`src/verilog/fusec_timer_pkg.sv`:
```
// Purpose: Constants for the free-running microsecond timer.
// Assumes: A 25 MHz system clock.
// Notes: Addresses are the processor's I/O port numbers.
package fusec_timer_pkg;
  // ----------------------------------------
  // Timing
  // ----------------------------------------
  localparam int ClkHz = 25_000_000;
  localparam int TickHz = 1_000_000;
  localparam int TickCycles = ClkHz / TickHz;
  localparam logic [4:0] TickLast = 5'(TickCycles - 1);
  // ----------------------------------------
  // Counter layout and addresses
  // ----------------------------------------
  localparam int CountWidth = 12;
  localparam int FastBit = 6;
  localparam int SlowBit = 9;
  localparam logic [7:0] AddrLow = 8'h24;
  localparam logic [7:0] AddrHigh = 8'h25;
  localparam logic [11:0] CountReset = 12'h000;
endpackage

```
`src/verilog/fusec_timer.sv`:
```
// Purpose: Twelve-bit free-running microsecond timer with coherent two-part read.
// Assumes: Synchronous active-high reset; I/O read strobe synchronous to clk.
// Notes: Read data is registered and valid the cycle after the strobe.
module fusec_timer
(
  input wire logic clk,
  input wire logic sys_rst,
  input wire logic ioRead,
  input wire logic [7:0] ioAddr,
  input wire logic fastEnable,
  input wire logic slowEnable,
  output logic [7:0] readData,
  output logic fastIrq,
  output logic slowIrq
);
  import fusec_timer_pkg::*;

  // ----------------------------------------
  // Declarations
  // ----------------------------------------
  logic [4:0] prescale;
  logic [4:0] next_prescale;
  logic [11:0] count;
  logic [11:0] next_count;
  logic [3:0] heldHigh;
  logic [3:0] next_heldHigh;
  logic [7:0] next_readData;
  logic next_fastIrq;
  logic next_slowIrq;
  logic tick;
  logic lowRead;
  logic highRead;
  wire logic [1:0] srcRise;
  logic [4:0] tickGap;
  logic [4:0] next_tickGap;

  // ----------------------------------------
  // Microsecond prescaler
  // ----------------------------------------
  always_comb begin
    tick = (prescale == TickLast);
    next_prescale = prescale + 5'h01;
    if (tick) begin
      next_prescale = 5'h00;
    end
  end

  always_ff @(posedge clk) begin
    if (sys_rst) begin
      prescale <= 5'h00;
    end else begin
      prescale <= next_prescale;
    end
  end

  // ----------------------------------------
  // Free-running counter
  // ----------------------------------------
  always_comb begin
    next_count = count;
    if (tick) begin
      next_count = count + 12'h001;
    end
  end

  always_ff @(posedge clk) begin
    if (sys_rst) begin
      count <= CountReset;
    end else begin
      count <= next_count;
    end
  end

  // ----------------------------------------
  // Read port and holding register
  // ----------------------------------------
  always_comb begin
    lowRead = ioRead && (ioAddr == AddrLow);
    highRead = ioRead && (ioAddr == AddrHigh);
    next_heldHigh = heldHigh;
    next_readData = 8'h00;
    if (lowRead) begin
      next_heldHigh = count[11:8];
      next_readData = count[7:0];
    end else if (highRead) begin
      next_readData = {4'h0, heldHigh};
    end
  end

  always_ff @(posedge clk) begin
    if (sys_rst) begin
      heldHigh <= 4'h0;
      readData <= 8'h00;
    end else begin
      heldHigh <= next_heldHigh;
      readData <= next_readData;
    end
  end

  // ----------------------------------------
  // Periodic requests
  // ----------------------------------------
  generate
    for (genvar ch = 0; ch < 2; ch++) begin : gen_request
      localparam int SrcBit = (ch == 0) ? FastBit : SlowBit;
      assign srcRise[ch] = next_count[SrcBit] && !count[SrcBit];
    end
  endgenerate

  always_comb begin
    next_fastIrq = fastEnable && srcRise[0];
    next_slowIrq = slowEnable && srcRise[1];
  end

  always_ff @(posedge clk) begin
    if (sys_rst) begin
      fastIrq <= 1'b0;
      slowIrq <= 1'b0;
    end else begin
      fastIrq <= next_fastIrq;
      slowIrq <= next_slowIrq;
    end
  end

  // ----------------------------------------
  // Check helper: cycles since the count last moved
  // ----------------------------------------
  always_comb begin
    next_tickGap = tickGap + 5'h01;
    if (next_count != count) begin
      next_tickGap = 5'h00;
    end
  end

  always_ff @(posedge clk) begin
    if (sys_rst) begin
      tickGap <= 5'h00;
    end else begin
      tickGap <= next_tickGap;
    end
  end

  // ----------------------------------------
  // Checks
  // ----------------------------------------
  tick_spacing_a: assert property (@(posedge clk) disable iff (sys_rst)
    $changed(count) |=> ##23 !$changed(count))
    else $error("Tick spacing wrong.");

  tick_gap_a: assert property (@(posedge clk) disable iff (sys_rst)
    $changed(count) |-> $past(tickGap) == TickLast)
    else $error("Count moved off its tick.");

  gap_bound_a: assert property (@(posedge clk) disable iff (sys_rst)
    tickGap <= TickLast)
    else $error("Count stalled.");

  count_step_a: assert property (@(posedge clk) disable iff (sys_rst)
    $changed(count) |-> count == 12'($past(count) + 12'h001))
    else $error("Count step wrong.");

  fast_edge_a: assert property (@(posedge clk) disable iff (sys_rst)
    fastIrq |-> count[FastBit] && !$past(count[FastBit]))
    else $error("Fast irq no edge.");

  slow_edge_a: assert property (@(posedge clk) disable iff (sys_rst)
    slowIrq |-> count[SlowBit] && !$past(count[SlowBit]))
    else $error("Slow irq no edge.");

  fast_mask_a: assert property (@(posedge clk) disable iff (sys_rst)
    fastIrq |-> $past(fastEnable))
    else $error("Disabled fast irq.");

  slow_mask_a: assert property (@(posedge clk) disable iff (sys_rst)
    slowIrq |-> $past(slowEnable))
    else $error("Disabled slow irq.");

  fast_period_a: assert property (@(posedge clk) disable iff (sys_rst)
    $rose(count[FastBit]) && $past(fastEnable) |-> fastIrq)
    else $error("Fast irq missed.");

  slow_period_a: assert property (@(posedge clk) disable iff (sys_rst)
    $rose(count[SlowBit]) && $past(slowEnable) |-> slowIrq)
    else $error("Slow irq missed.");

  fast_pulse_a: assert property (@(posedge clk) disable iff (sys_rst)
    fastIrq |=> !fastIrq)
    else $error("Fast irq too long.");

  slow_pulse_a: assert property (@(posedge clk) disable iff (sys_rst)
    slowIrq |=> !slowIrq)
    else $error("Slow irq too long.");

  hold_capture_a: assert property (@(posedge clk) disable iff (sys_rst)
    lowRead |=> heldHigh == $past(count[11:8]))
    else $error("No capture.");

  hold_keep_a: assert property (@(posedge clk) disable iff (sys_rst)
    !lowRead |=> heldHigh == $past(heldHigh))
    else $error("Held bits moved.");

  high_read_a: assert property (@(posedge clk) disable iff (sys_rst)
    highRead |=> readData == {4'h0, $past(heldHigh)})
    else $error("High read wrong.");

  low_read_a: assert property (@(posedge clk) disable iff (sys_rst)
    lowRead |=> readData == $past(count[7:0]))
    else $error("Low read wrong.");

  idle_read_a: assert property (@(posedge clk) disable iff (sys_rst)
    !lowRead && !highRead |=> readData == 8'h00)
    else $error("Stray read data.");
endmodule

```
`config.mk`:
```
export PLATFORM = sky130hd
export DESIGN_NAME = fusec_timer
export DESIGN_NICKNAME = d
export VERILOG_FILES = /design/src/verilog/fusec_timer_pkg.sv /design/src/verilog/fusec_timer.sv
export SDC_FILE = /design/constraint.sdc
export NUM_CORES = 1
export LEC_CHECK = 0
export BUFFER_PORTS_ARGS = -buffer_cell sky130_fd_sc_hd__buf_2
export CORE_ASPECT_RATIO = 1.5
export CORE_UTILIZATION = 35
export CTS_BUF_LIST = sky130_fd_sc_hd__clkbuf_4 sky130_fd_sc_hd__clkbuf_8
export DETAILED_ROUTE_END_ITERATION = 8
export HOLD_SLACK_MARGIN = 0.02
export PLACE_DENSITY = 0.5
export SLEW_MARGIN = 10
export SYNTH_ARGS = -nofsm -noshare
export SYNTH_HDL_FRONTEND = slang
export SYNTH_SLANG_ARGS = --single-unit
```
`constraint.sdc`:
```
create_clock -name clk -period 2 [get_ports clk]
set_input_delay 0.2 -clock clk [delete_from_list [all_inputs] [get_ports clk]]
set_output_delay 0.2 -clock clk [all_outputs]
set_load 0.005 [all_outputs]
```
==> flow_metrics.py, run 1 <==
metrics = {
    "layout": {
        "diodes": 0,
        "final_nets": 179,
        "final_common_cell": "dfxtp_1",
        "fin_util": 0.450,
        "layout-drive-gt1-share": 0.274,
        "final_cell_mix": "31 x dfxtp_1, 22 x buf_2, 15 x nor2_1",
        "syn_to_final_growth_pct": 19.7,
    },
    "yosys": {
        "synthTopCellsByArea": "dfxtp_1 47%, mux2i_1 10%, nand2b_1 4.3%, nor2_1 4.3%, ha_1 2.9%",
        "synth_top_area_share": 0.475,
        "syn_area_per_cell_um2": 9.69,
        "synth-seq-cells": 31,
        "syn_area_um2": 1310,
        "synth_top_cell_by_area": "dfxtp_1",
        "synthesis.nets": 151,
        "synth_warnings": 0,
        "synth_cell_types": 30,
        "ys_seq_area_frac": 0.475,
        "synth_cells": 135,
    },
    "sta": {
        "worst_slew_pin_slew_ns": 0.486,
        "tns_ns": 0,
        "skew_ns": 0.00399,
        "finalSetupViolCount": 0,
        "final-hold-violation-count": 0,
        "fin_ws_ns": 0.249,
        "rsz0062_at_grt": "false",
        "fin_crit_ns": 1.75,
        "period_share": 0.876,
        "final_max_slew_viol_count": 0,
        "slew_headroom": 0.676,
        "fmax_mhz": 571,
    },
    "place": {
        "gp_congestion": 0.705,
        "pre_cts_ws_ns": 0.261,
        "io_buffers": 22,
        "dp_hpwl_mm": 1.91,
    },
    "setup_path": {
        "cp_max_fo": 10,
        "crit_path_start_kind": "flip-flop",
        "rr_worst_depth": 5,
        "rrSetupSlack_ns": 0.25,
        "setup.worst_path.class": "reg2reg",
        "endpoint_kind": "flip-flop",
        "cp.required_ns": 2.17,
        "cp-endpoint": "count[7]",
        "r2r-start": "prescale[0]",
        "critPathArrivalTime_ns": 1.92,
        "crit_start": "prescale[0]",
        "worstReg2RegEnd": "count[7]",
    },
    "global_routing": {
        "grt_max_degree": 30,
        "grt_pass1_wl_mm": 4.37,
        "antenna_found_initial": 0,
        "grt_use_total": 0.150,
        "grt-ovfl-total": 0,
        "grt_pass1_vias": 990,
    },
    "floorplanning": {
        "io_pins": 23,
        "start_util": 0.376,
        "rows": 26,
        "core_area_um2": 3480,
        "die_h_um": 76.9,
        "die_w_um": 51.9,
        "dieArea_um2": 3990,
    },
    "route": {
        "drt_iter0_markers": 15,
        "via_count": 1029,
        "antenna_left": 0,
        "vias_per_cell": 5.00,
        "drc": 0,
        "routed_wirelength_mm": 2.63,
        "routedWlPerCell_um": 12.7,
        "drtPass1Iterations": 4,
    },
    "clock_tree": {
        "cts_htree_levels": 2,
        "clk_latency_ns": 0.28,
        "hold_buffers": 0,
        "cts_resized": 0,
        "clk_pin_slew_ns": 0.06,
        "clkSinkCount": 31,
        "postCtsSetupRepairBufs": 0,
        "cts_tree": "built",
        "cts_buffer_depth": 2,
        "cts_inserted_buffers": 5,
        "cts_root_buf": "clkbuf_8",
    },
    "pwr": {
        "p_leak_nw": 0.628,
        "powerDensity_nw_per_um2": 746,
        "ir_drop_mv": 0.444,
    },
    "min_path": {
        "worst_hold_path_type": "in2reg",
    },
    "status": {
        "status": "finished clean",
    },
    "flow_run": {
        "maxCapViolations": 0,
    },
}
==> metal layers <==
metal / GRT usage / part of all wire / vias to the layer above
li1: - / - / 525
met1: 0.159 / 0.41 / 477
met2: 0.259 / 0.53 / 22
met3: 0.0476 / 0.044 / 5
met4: 0.0649 / 0.021 / 0
met5: 0 / 0 / -
==> cell usage after synthesis <==
| cell type | number |
|---|---|
| mux2i_1 | 13 |
| nor2b_1 | 1 |
| nand2b_1 | 9 |
| or4_1 | 1 |
| o21ai_0 | 3 |
| nand3_1 | 7 |
| mux2_2 | 2 |
| buf_2 | 1 |
| and3_1 | 2 |
| inv_1 | 5 |
| nor3b_2 | 3 |
| or3_1 | 4 |
| xor2_1 | 3 |
| nor3_1 | 3 |
| or2_2 | 4 |
| or3_2 | 1 |
| a21oi_1 | 4 |
| clkbuf_1 | 4 |
| buf_6 | 1 |
| nand2_1 | 3 |
| xnor2_1 | 1 |
| nand4_1 | 2 |
| nor2_1 | 15 |
| nand4b_1 | 1 |
| dfxtp_1 | 31 |
| o31ai_1 | 1 |
| ha_1 | 3 |
| nor4_1 | 5 |
| or4b_1 | 1 |
| nand4bb_1 | 1 |
==> flip-flops by register name, indices dropped and copies added (netlist names) <==
signal,count
count,12
prescale,5
fastIrq,1
readData,8
heldHigh,4
slowIrq,1
==> how the worst min path moves through the flow <==
stage	startpoint	endpoint	slack [ns]	cells after the start
floorplan	fastEnable	fastIrq	0.35	1
global placement	slowEnable	slowIrq	0.43	2
detailed placement	slowEnable	slowIrq	0.43	2
CTS	slowEnable	slowIrq	0.13	2
global route	slowEnable	slowIrq	0.16	2
finish	slowEnable	slowIrq	0.14	2
==> through the flow <==
step	hold slack (ns)	instances	instance area, um2	power [W]
6_report	0.137	206	1570	0.00117
5_1_grt	0.161	206	1570	0.00122
4_1_cts	0.131	206	1570	0.00119
3_5_place_dp	0.427	198	1480	0.000688
3_3_place_gp	0.428	198	1480	0.000684
2_1_floorplan	0.346	135	1310	0.000671
==> layout make-up <==
cell class	count	area, um2
clock buffers	7	83.8
clock inverters	1	5.00
fillers	336	1920
inverters	5	18.8
multi-input cells	93	637
flip-flops and latches	31	621
well taps	42	52.6
repair buffers	27	148
==> kinds of logic (layout without fill, tap and decap cells) <==
group	after synthesis	after routing	synth area share
buffers and inverters	11	40	0.0383
muxes	15	15	0.117
xor gates and xnor gates	4	4	0.0268
and+or+nand+nor	63	63	0.282
adders and majority gates	3	3	0.0287
AOI/OAI and AO/OA	8	8	0.0325
DFF	31	31	0.475
==> power breakdown <==
part / switching (W) / internal [W] / total [W]
Combinational: 0.0000230 / 0.0000232 / 0.0000462
Sequential: 0.00000446 / 0.000623 / 0.000627
Clock: 0.000223 / 0.000271 / 0.000494
Total: 0.000251 / 0.000917 / 0.00117
==> worst max-delay path, stage by stage (launching register included) <==
cell and delay (ns):
dfxtp_1 0.33, inv_1 0.07, ha_1 0.14, nand4b_1 0.32, nor4_1 0.41, mux2_2 0.37
Power figures use the tool's default switching activity.
==> run 2, diff against run 1 <==
CTS_CLUSTER_DIAMETER = 120   (was default)
RECOVER_POWER = 100   (was default)
SETUP_SLACK_MARGIN = 0.4   (was default)
==> flow_metrics.py, run 2 (same netlist as run 1, synthesis figures left out) <==
metrics = {
    "status": {
        "status": "finished clean",
    },
    "route": {
        "routed_wirelength_mm": 2.68,
        "via_count": 1032,
        "drt_iter0_markers": 23,
        "drtPass1Iterations": 4,
        "routedWlPerCell_um": 13.0,
        "drc": 0,
        "vias_per_cell": 4.99,
        "antenna_left": 0,
    },
    "global_routing": {
        "grtUsageMet3": 0.0476,
        "grt_max_degree": 30,
        "grt-ovfl-total": 0,
        "grt_use_total": 0.150,
        "busiest_layer": "met2",
        "grt_pass1_wl_mm": 4.38,
        "grt_pass1_vias": 992,
        "grtUsageMet2": 0.259,
        "grt_util_met1": 0.160,
        "antenna_found_initial": 0,
    },
    "sta": {
        "fmax_mhz": 611,
        "tns_ns": 0,
        "final_max_slew_viol_count": 0,
        "period_share": 0.818,
        "worst_slew_pin_slew_ns": 0.451,
        "slew_headroom": 0.696,
        "skew_ns": 0.00524,
        "fin_crit_ns": 1.64,
        "rsz0062_at_grt": "false",
        "finalSetupViolCount": 0,
        "final-hold-violation-count": 0,
        "fin_ws_ns": 0.364,
    },
    "place": {
        "pre_cts_ws_ns": 0.261,
        "dp_hpwl_mm": 1.91,
        "dp.cells": 198,
        "gp_congestion": 0.705,
        "io_buffers": 22,
    },
    "setup_path": {
        "rr_worst_depth": 7,
        "setup.worst_path.class": "reg2reg",
        "critPathArrivalTime_ns": 1.84,
        "crit_path_start_kind": "flip-flop",
        "crit_start": "prescale[0]",
        "path_cells": "inv_1 -> ha_1 -> nand4b_1 -> buf_6 -> clkbuf_1 -> nand2b_1 -> nor2_1",
        "worstReg2RegEnd": "prescale[4]",
        "max_stage_delay_ns": 0.37,
        "endpoint_kind": "flip-flop",
        "r2r-start": "prescale[0]",
        "cp.required_ns": 2.20,
        "cp_max_fo": 10,
        "cp_slowest_cell": "dfxtp_1",
        "rrSetupSlack_ns": 0.36,
    },
    "clock_tree": {
        "hold_buffers": 0,
        "cts_tree": "built",
        "clk_pin_slew_ns": 0.06,
        "cts_buffer_depth": 2,
        "cts_inserted_buffers": 5,
        "cts_root_buf": "clkbuf_8",
        "cts_htree_levels": 2,
        "clkSinkCount": 31,
        "clk_latency_ns": 0.28,
    },
    "pwr": {
        "ir_drop_mv": 0.445,
        "powerDensity_nw_per_um2": 756,
        "p_leak_nw": 0.604,
    },
    "flow_run": {
        "maxCapViolations": 0,
    },
    "layout": {
        "layout-drive-gt1-share": 0.218,
        "final_cell_mix": "31 x dfxtp_1, 18 x buf_2, 15 x nor2_1",
        "fin_util": 0.444,
        "final_nets": 180,
        "final_cells": 207,
        "largest_reg_flops": 12,
        "top_register": "count",
        "diodes": 0,
        "syn_to_final_growth_pct": 18.2,
        "top_regs": "count: 12 flops, readData: 8 flops, prescale: 5 flops",
        "final_common_cell": "dfxtp_1",
    },
    "floorplanning": {
        "io_pins": 23,
        "core_area_um2": 3480,
        "rows": 26,
        "start_util": 0.376,
        "die_h_um": 76.9,
        "dieArea_um2": 3990,
        "die_w_um": 51.9,
    },
    "min_path": {
        "hold_end": "slowIrq",
        "worst_hold_path_type": "in2reg",
        "worstHoldPathCells": 2,
        "min_from": "slowEnable",
    },
}
==> run 2: how the worst max path moves through the flow <==
stage | end | cells past startpoint
3_3_place_gp | count[9] | 6
4_1_cts | count[6] | 6
3_5_place_dp | count[7] | 5
6_report | prescale[4] | 7
5_1_grt | prescale[4] | 7
2_1_floorplan | count[8] | 6
==> run 2: per-layer routing <==
metal | share of wire | up-vias
met5 | 0 | -
met4 | 0.020 | 0
met3 | 0.046 | 5
met2 | 0.53 | 21
met1 | 0.40 | 482
li1 | - | 524
==> run 2: metrics by stage <==
stage / total power (W) / area, um2 / hold WS (ns)
global placement: 0.000684 / 1480 / 0.428
floorplan: 0.000671 / 1310 / 0.346
finish: 0.00117 / 1550 / 0.137
detailed placement: 0.000688 / 1480 / 0.427
global route: 0.00122 / 1550 / 0.161
CTS: 0.00119 / 1580 / 0.131
==> run 2: layout make-up <==
class	count	area, um2
clock inverter	1	5.00
tap	42	52.6
timing repair buffer	28	143
multi-input combinational	93	622
sequential	31	621
inverter	5	18.8
clock buffer	7	83.8
fill	347	1940
==> run 2: timing repair <==
item,4_1_cts,5_1_grt
cloned,0,0
setup buffers,1,0
gates resized for setup,1,5
endpoints found under the setup margin,9,3
==> run 2: critical path: cells and delay by family (launching register included) <==
kind,cells,cell delay [ns]
fa+ha+maj,1,0.19
simple gates,3,0.50
buf+inv,3,0.50
flops,1,0.37
==> run 2: report_power, final <==
part | leakage, nW | total, W | switching [W] | internal (W)
registers | 0.250 | 0.000627 | 0.00000444 | 0.000623
logic | 0.305 | 0.0000455 | 0.0000223 | 0.0000232
clock network | 0.0491 | 0.000496 | 0.000225 | 0.000271
total | 0.604 | 0.00117 | 0.000252 | 0.000917
==> run 3, diff against run 2 <==
PLACE_DENSITY = 0.52   (was 0.5)
clock period = 1.4 ns   (was 2 ns; I/O delays follow)
==> flow_metrics.py, run 3 (same netlist as run 1, synthesis figures left out) <==
metrics = {
    "status": {
        "violations": "setup timing",
        "status": "complete, but fails checks",
    },
    "pwr": {
        "p_sw_frac": 0.214,
        "powerDensity_nw_per_um2": 884,
        "ir_drop_mv": 0.634,
        "clkPwrFrac": 0.415,
        "power_frac_seq": 0.532,
        "p_leak_nw": 0.821,
        "switchingPower_w": 0.000359,
        "p_comb_frac": 0.053,
        "p_int_w": 0.00132,
        "power_w": 0.00168,
    },
    "place": {
        "io_buffers": 22,
        "gp_congestion": 0.719,
        "dp_hpwl_mm": 2.10,
    },
    "route": {
        "via_count": 1123,
        "drt_iter0_markers": 24,
        "drt-met1-wl_mm": 1.16,
        "wl_met3_um": 115,
        "drc": 0,
        "routedWlPerCell_um": 13.7,
        "antenna_left": 0,
        "vias_per_cell": 4.99,
        "dr.max_layer_used": "met4",
        "wl_met2_mm": 1.76,
        "routed_wirelength_mm": 3.09,
        "drtPass1Iterations": 2,
    },
    "layout": {
        "fillers": 308,
        "final_common_cell": "dfxtp_1",
        "top_regs": "count: 12 flops, readData: 8 flops, prescale: 5 flops",
        "final_nets": 199,
        "top_register": "count",
        "syn_to_final_growth_pct": 45.6,
        "final_cell_mix": "26 x dfxtp_1, 18 x buf_4, 17 x buf_2",
        "largest_reg_flops": 12,
        "layout-drive-gt1-share": 0.454,
        "diodes": 0,
    },
    "global_routing": {
        "grt_use_total": 0.178,
        "grt_pass1_vias": 1191,
        "grt_pass1_wl_mm": 5.20,
        "grt-ovfl-total": 0,
        "grt_max_degree": 30,
        "antenna_found_initial": 0,
    },
    "setup_path": {
        "path_cells": "inv_2 -> ha_4 -> nand4b_1 -> buf_4 -> buf_6 -> o31ai_1 -> a21oi_2",
        "cp_slowest_cell": "o31ai_1",
        "critPathArrivalTime_ns": 1.60,
        "endpoint_kind": "flip-flop",
        "max_stage_delay_ns": 0.33,
        "cp.required_ns": 1.55,
        "setup.worst_path.class": "reg2reg",
        "crit_path_start_kind": "flip-flop",
        "cp_max_fo": 4,
    },
    "sta": {
        "final_max_slew_viol_count": 0,
        "final-hold-violation-count": 0,
        "period_share": 1.04,
        "skew_ns": 0.00524,
        "whs_ns": 0.0884,
        "fin_crit_ns": 1.45,
        "fmax_mhz": 689,
        "worst_slew_pin_slew_ns": 0.499,
        "rsz0062_at_grt": "true",
        "tns_ns": -0.188,
        "fin_ws_ns": -0.0522,
        "slew_headroom": 0.667,
        "finalSetupViolCount": 7,
    },
    "clock_tree": {
        "cts_inserted_buffers": 5,
        "clk_pin_slew_ns": 0.06,
        "clk_latency_ns": 0.28,
        "cts_root_buf": "clkbuf_8",
        "clkSinkCount": 31,
        "cts_tree": "built",
        "hold_buffers": 0,
        "cts_htree_levels": 2,
        "cts_buffer_depth": 2,
    },
    "min_path": {
        "worst_hold_path_type": "in2reg",
    },
    "floorplanning": {
        "dieArea_um2": 3990,
        "start_util": 0.376,
        "die_w_um": 51.9,
        "io_pins": 23,
        "die_h_um": 76.9,
        "core_area_um2": 3480,
        "rows": 26,
    },
    "flow_run": {
        "maxCapViolations": 0,
    },
}
[run 3: cell count changes in the layout (fill, tap and decap cells not counted), moves of 3 or more]
cell | previous run | this run
nor3_1 | 3 | 0
a21oi_1 | 4 | 1
dfxtp_2 | 0 | 5
nor2_2 | 0 | 3
dfxtp_1 | 31 | 26
nor2_1 | 15 | 11
nor4_1 | 5 | 0
buf_4 | 2 | 18
nor4_4 | 0 | 5
a21oi_2 | 0 | 3
buf_6 | 1 | 5
[run 3: repair_timing]
item	CTS	global route
hold endpoints to repair	0	0
pin swaps	18	1
gates cloned	1	0
setup buffers	7	0
endpoints found under the setup margin	31	31
resized for setup	28	13
[run 3: area by class of cell]
type | instances | area [um2] | share of cell area
inverter | 5 | 18.8 | 0.00986
multi-input combinational | 93 | 797 | 0.419
clock buffer | 6 | 82.6 | 0.0434
timing repair buffer | 47 | 320 | 0.168
tap | 42 | 52.6 | 0.0276
clock inverter | 1 | 5.00 | 0.00263
sequential | 31 | 627 | 0.329
[run 3: metrics by stage]
step	setup slack (ns)	cell area, um2	instances	util
floorplan	-0.0746	1360	135	-
global placement	-0.149	1620	210	0.465
detailed placement	-0.131	1620	210	0.465
CTS	-0.0307	1900	225	0.546
global route	-0.120	1900	225	0.547
finish	-0.0522	1900	225	0.547
[run 3: worst paths after layout]
| kind | cells after the start | slack, ns | end | startpoint |
|---|---|---|---|---|
| min | 2 | 0.09 | slowIrq | slowEnable |
| max reg2reg | 7 | -0.05 | count[5] | prescale[0] |
| max | 7 | -0.05 | count[5] | prescale[0] |
| min reg2reg | 2 | 0.48 | heldHigh[1] | heldHigh[1] |
[run 3: power by group through the flow]
stage	combinational, W	sequential, W	clock (W)
final	0.0000897	0.000894	0.000697
after detailed placement	0.0000898	0.000914	0
after global placement	0.0000863	0.000914	0
after CTS	0.0000945	0.000894	0.000720
after global routing	0.000103	0.000895	0.000761
after floorplan	0.0000513	0.000916	0
[run 3: per-layer routing]
layer | up-vias | track usage
met1 | 536 | 0.167
met2 | 22 | 0.338
li1 | 560 | -
met3 | 5 | 0.0476
met5 | - | 0
met4 | 0 | 0.0730
[run 3: worst max-delay path: cells and delay by family, from the launching register on]
| family | cells | cell delay (ns) |
|---|---|---|
| flops | 1 | 0.32 |
| fa+ha+maj | 1 | 0.11 |
| buf+inv | 3 | 0.35 |
| simple gates | 1 | 0.13 |
| compound gates | 2 | 0.42 |
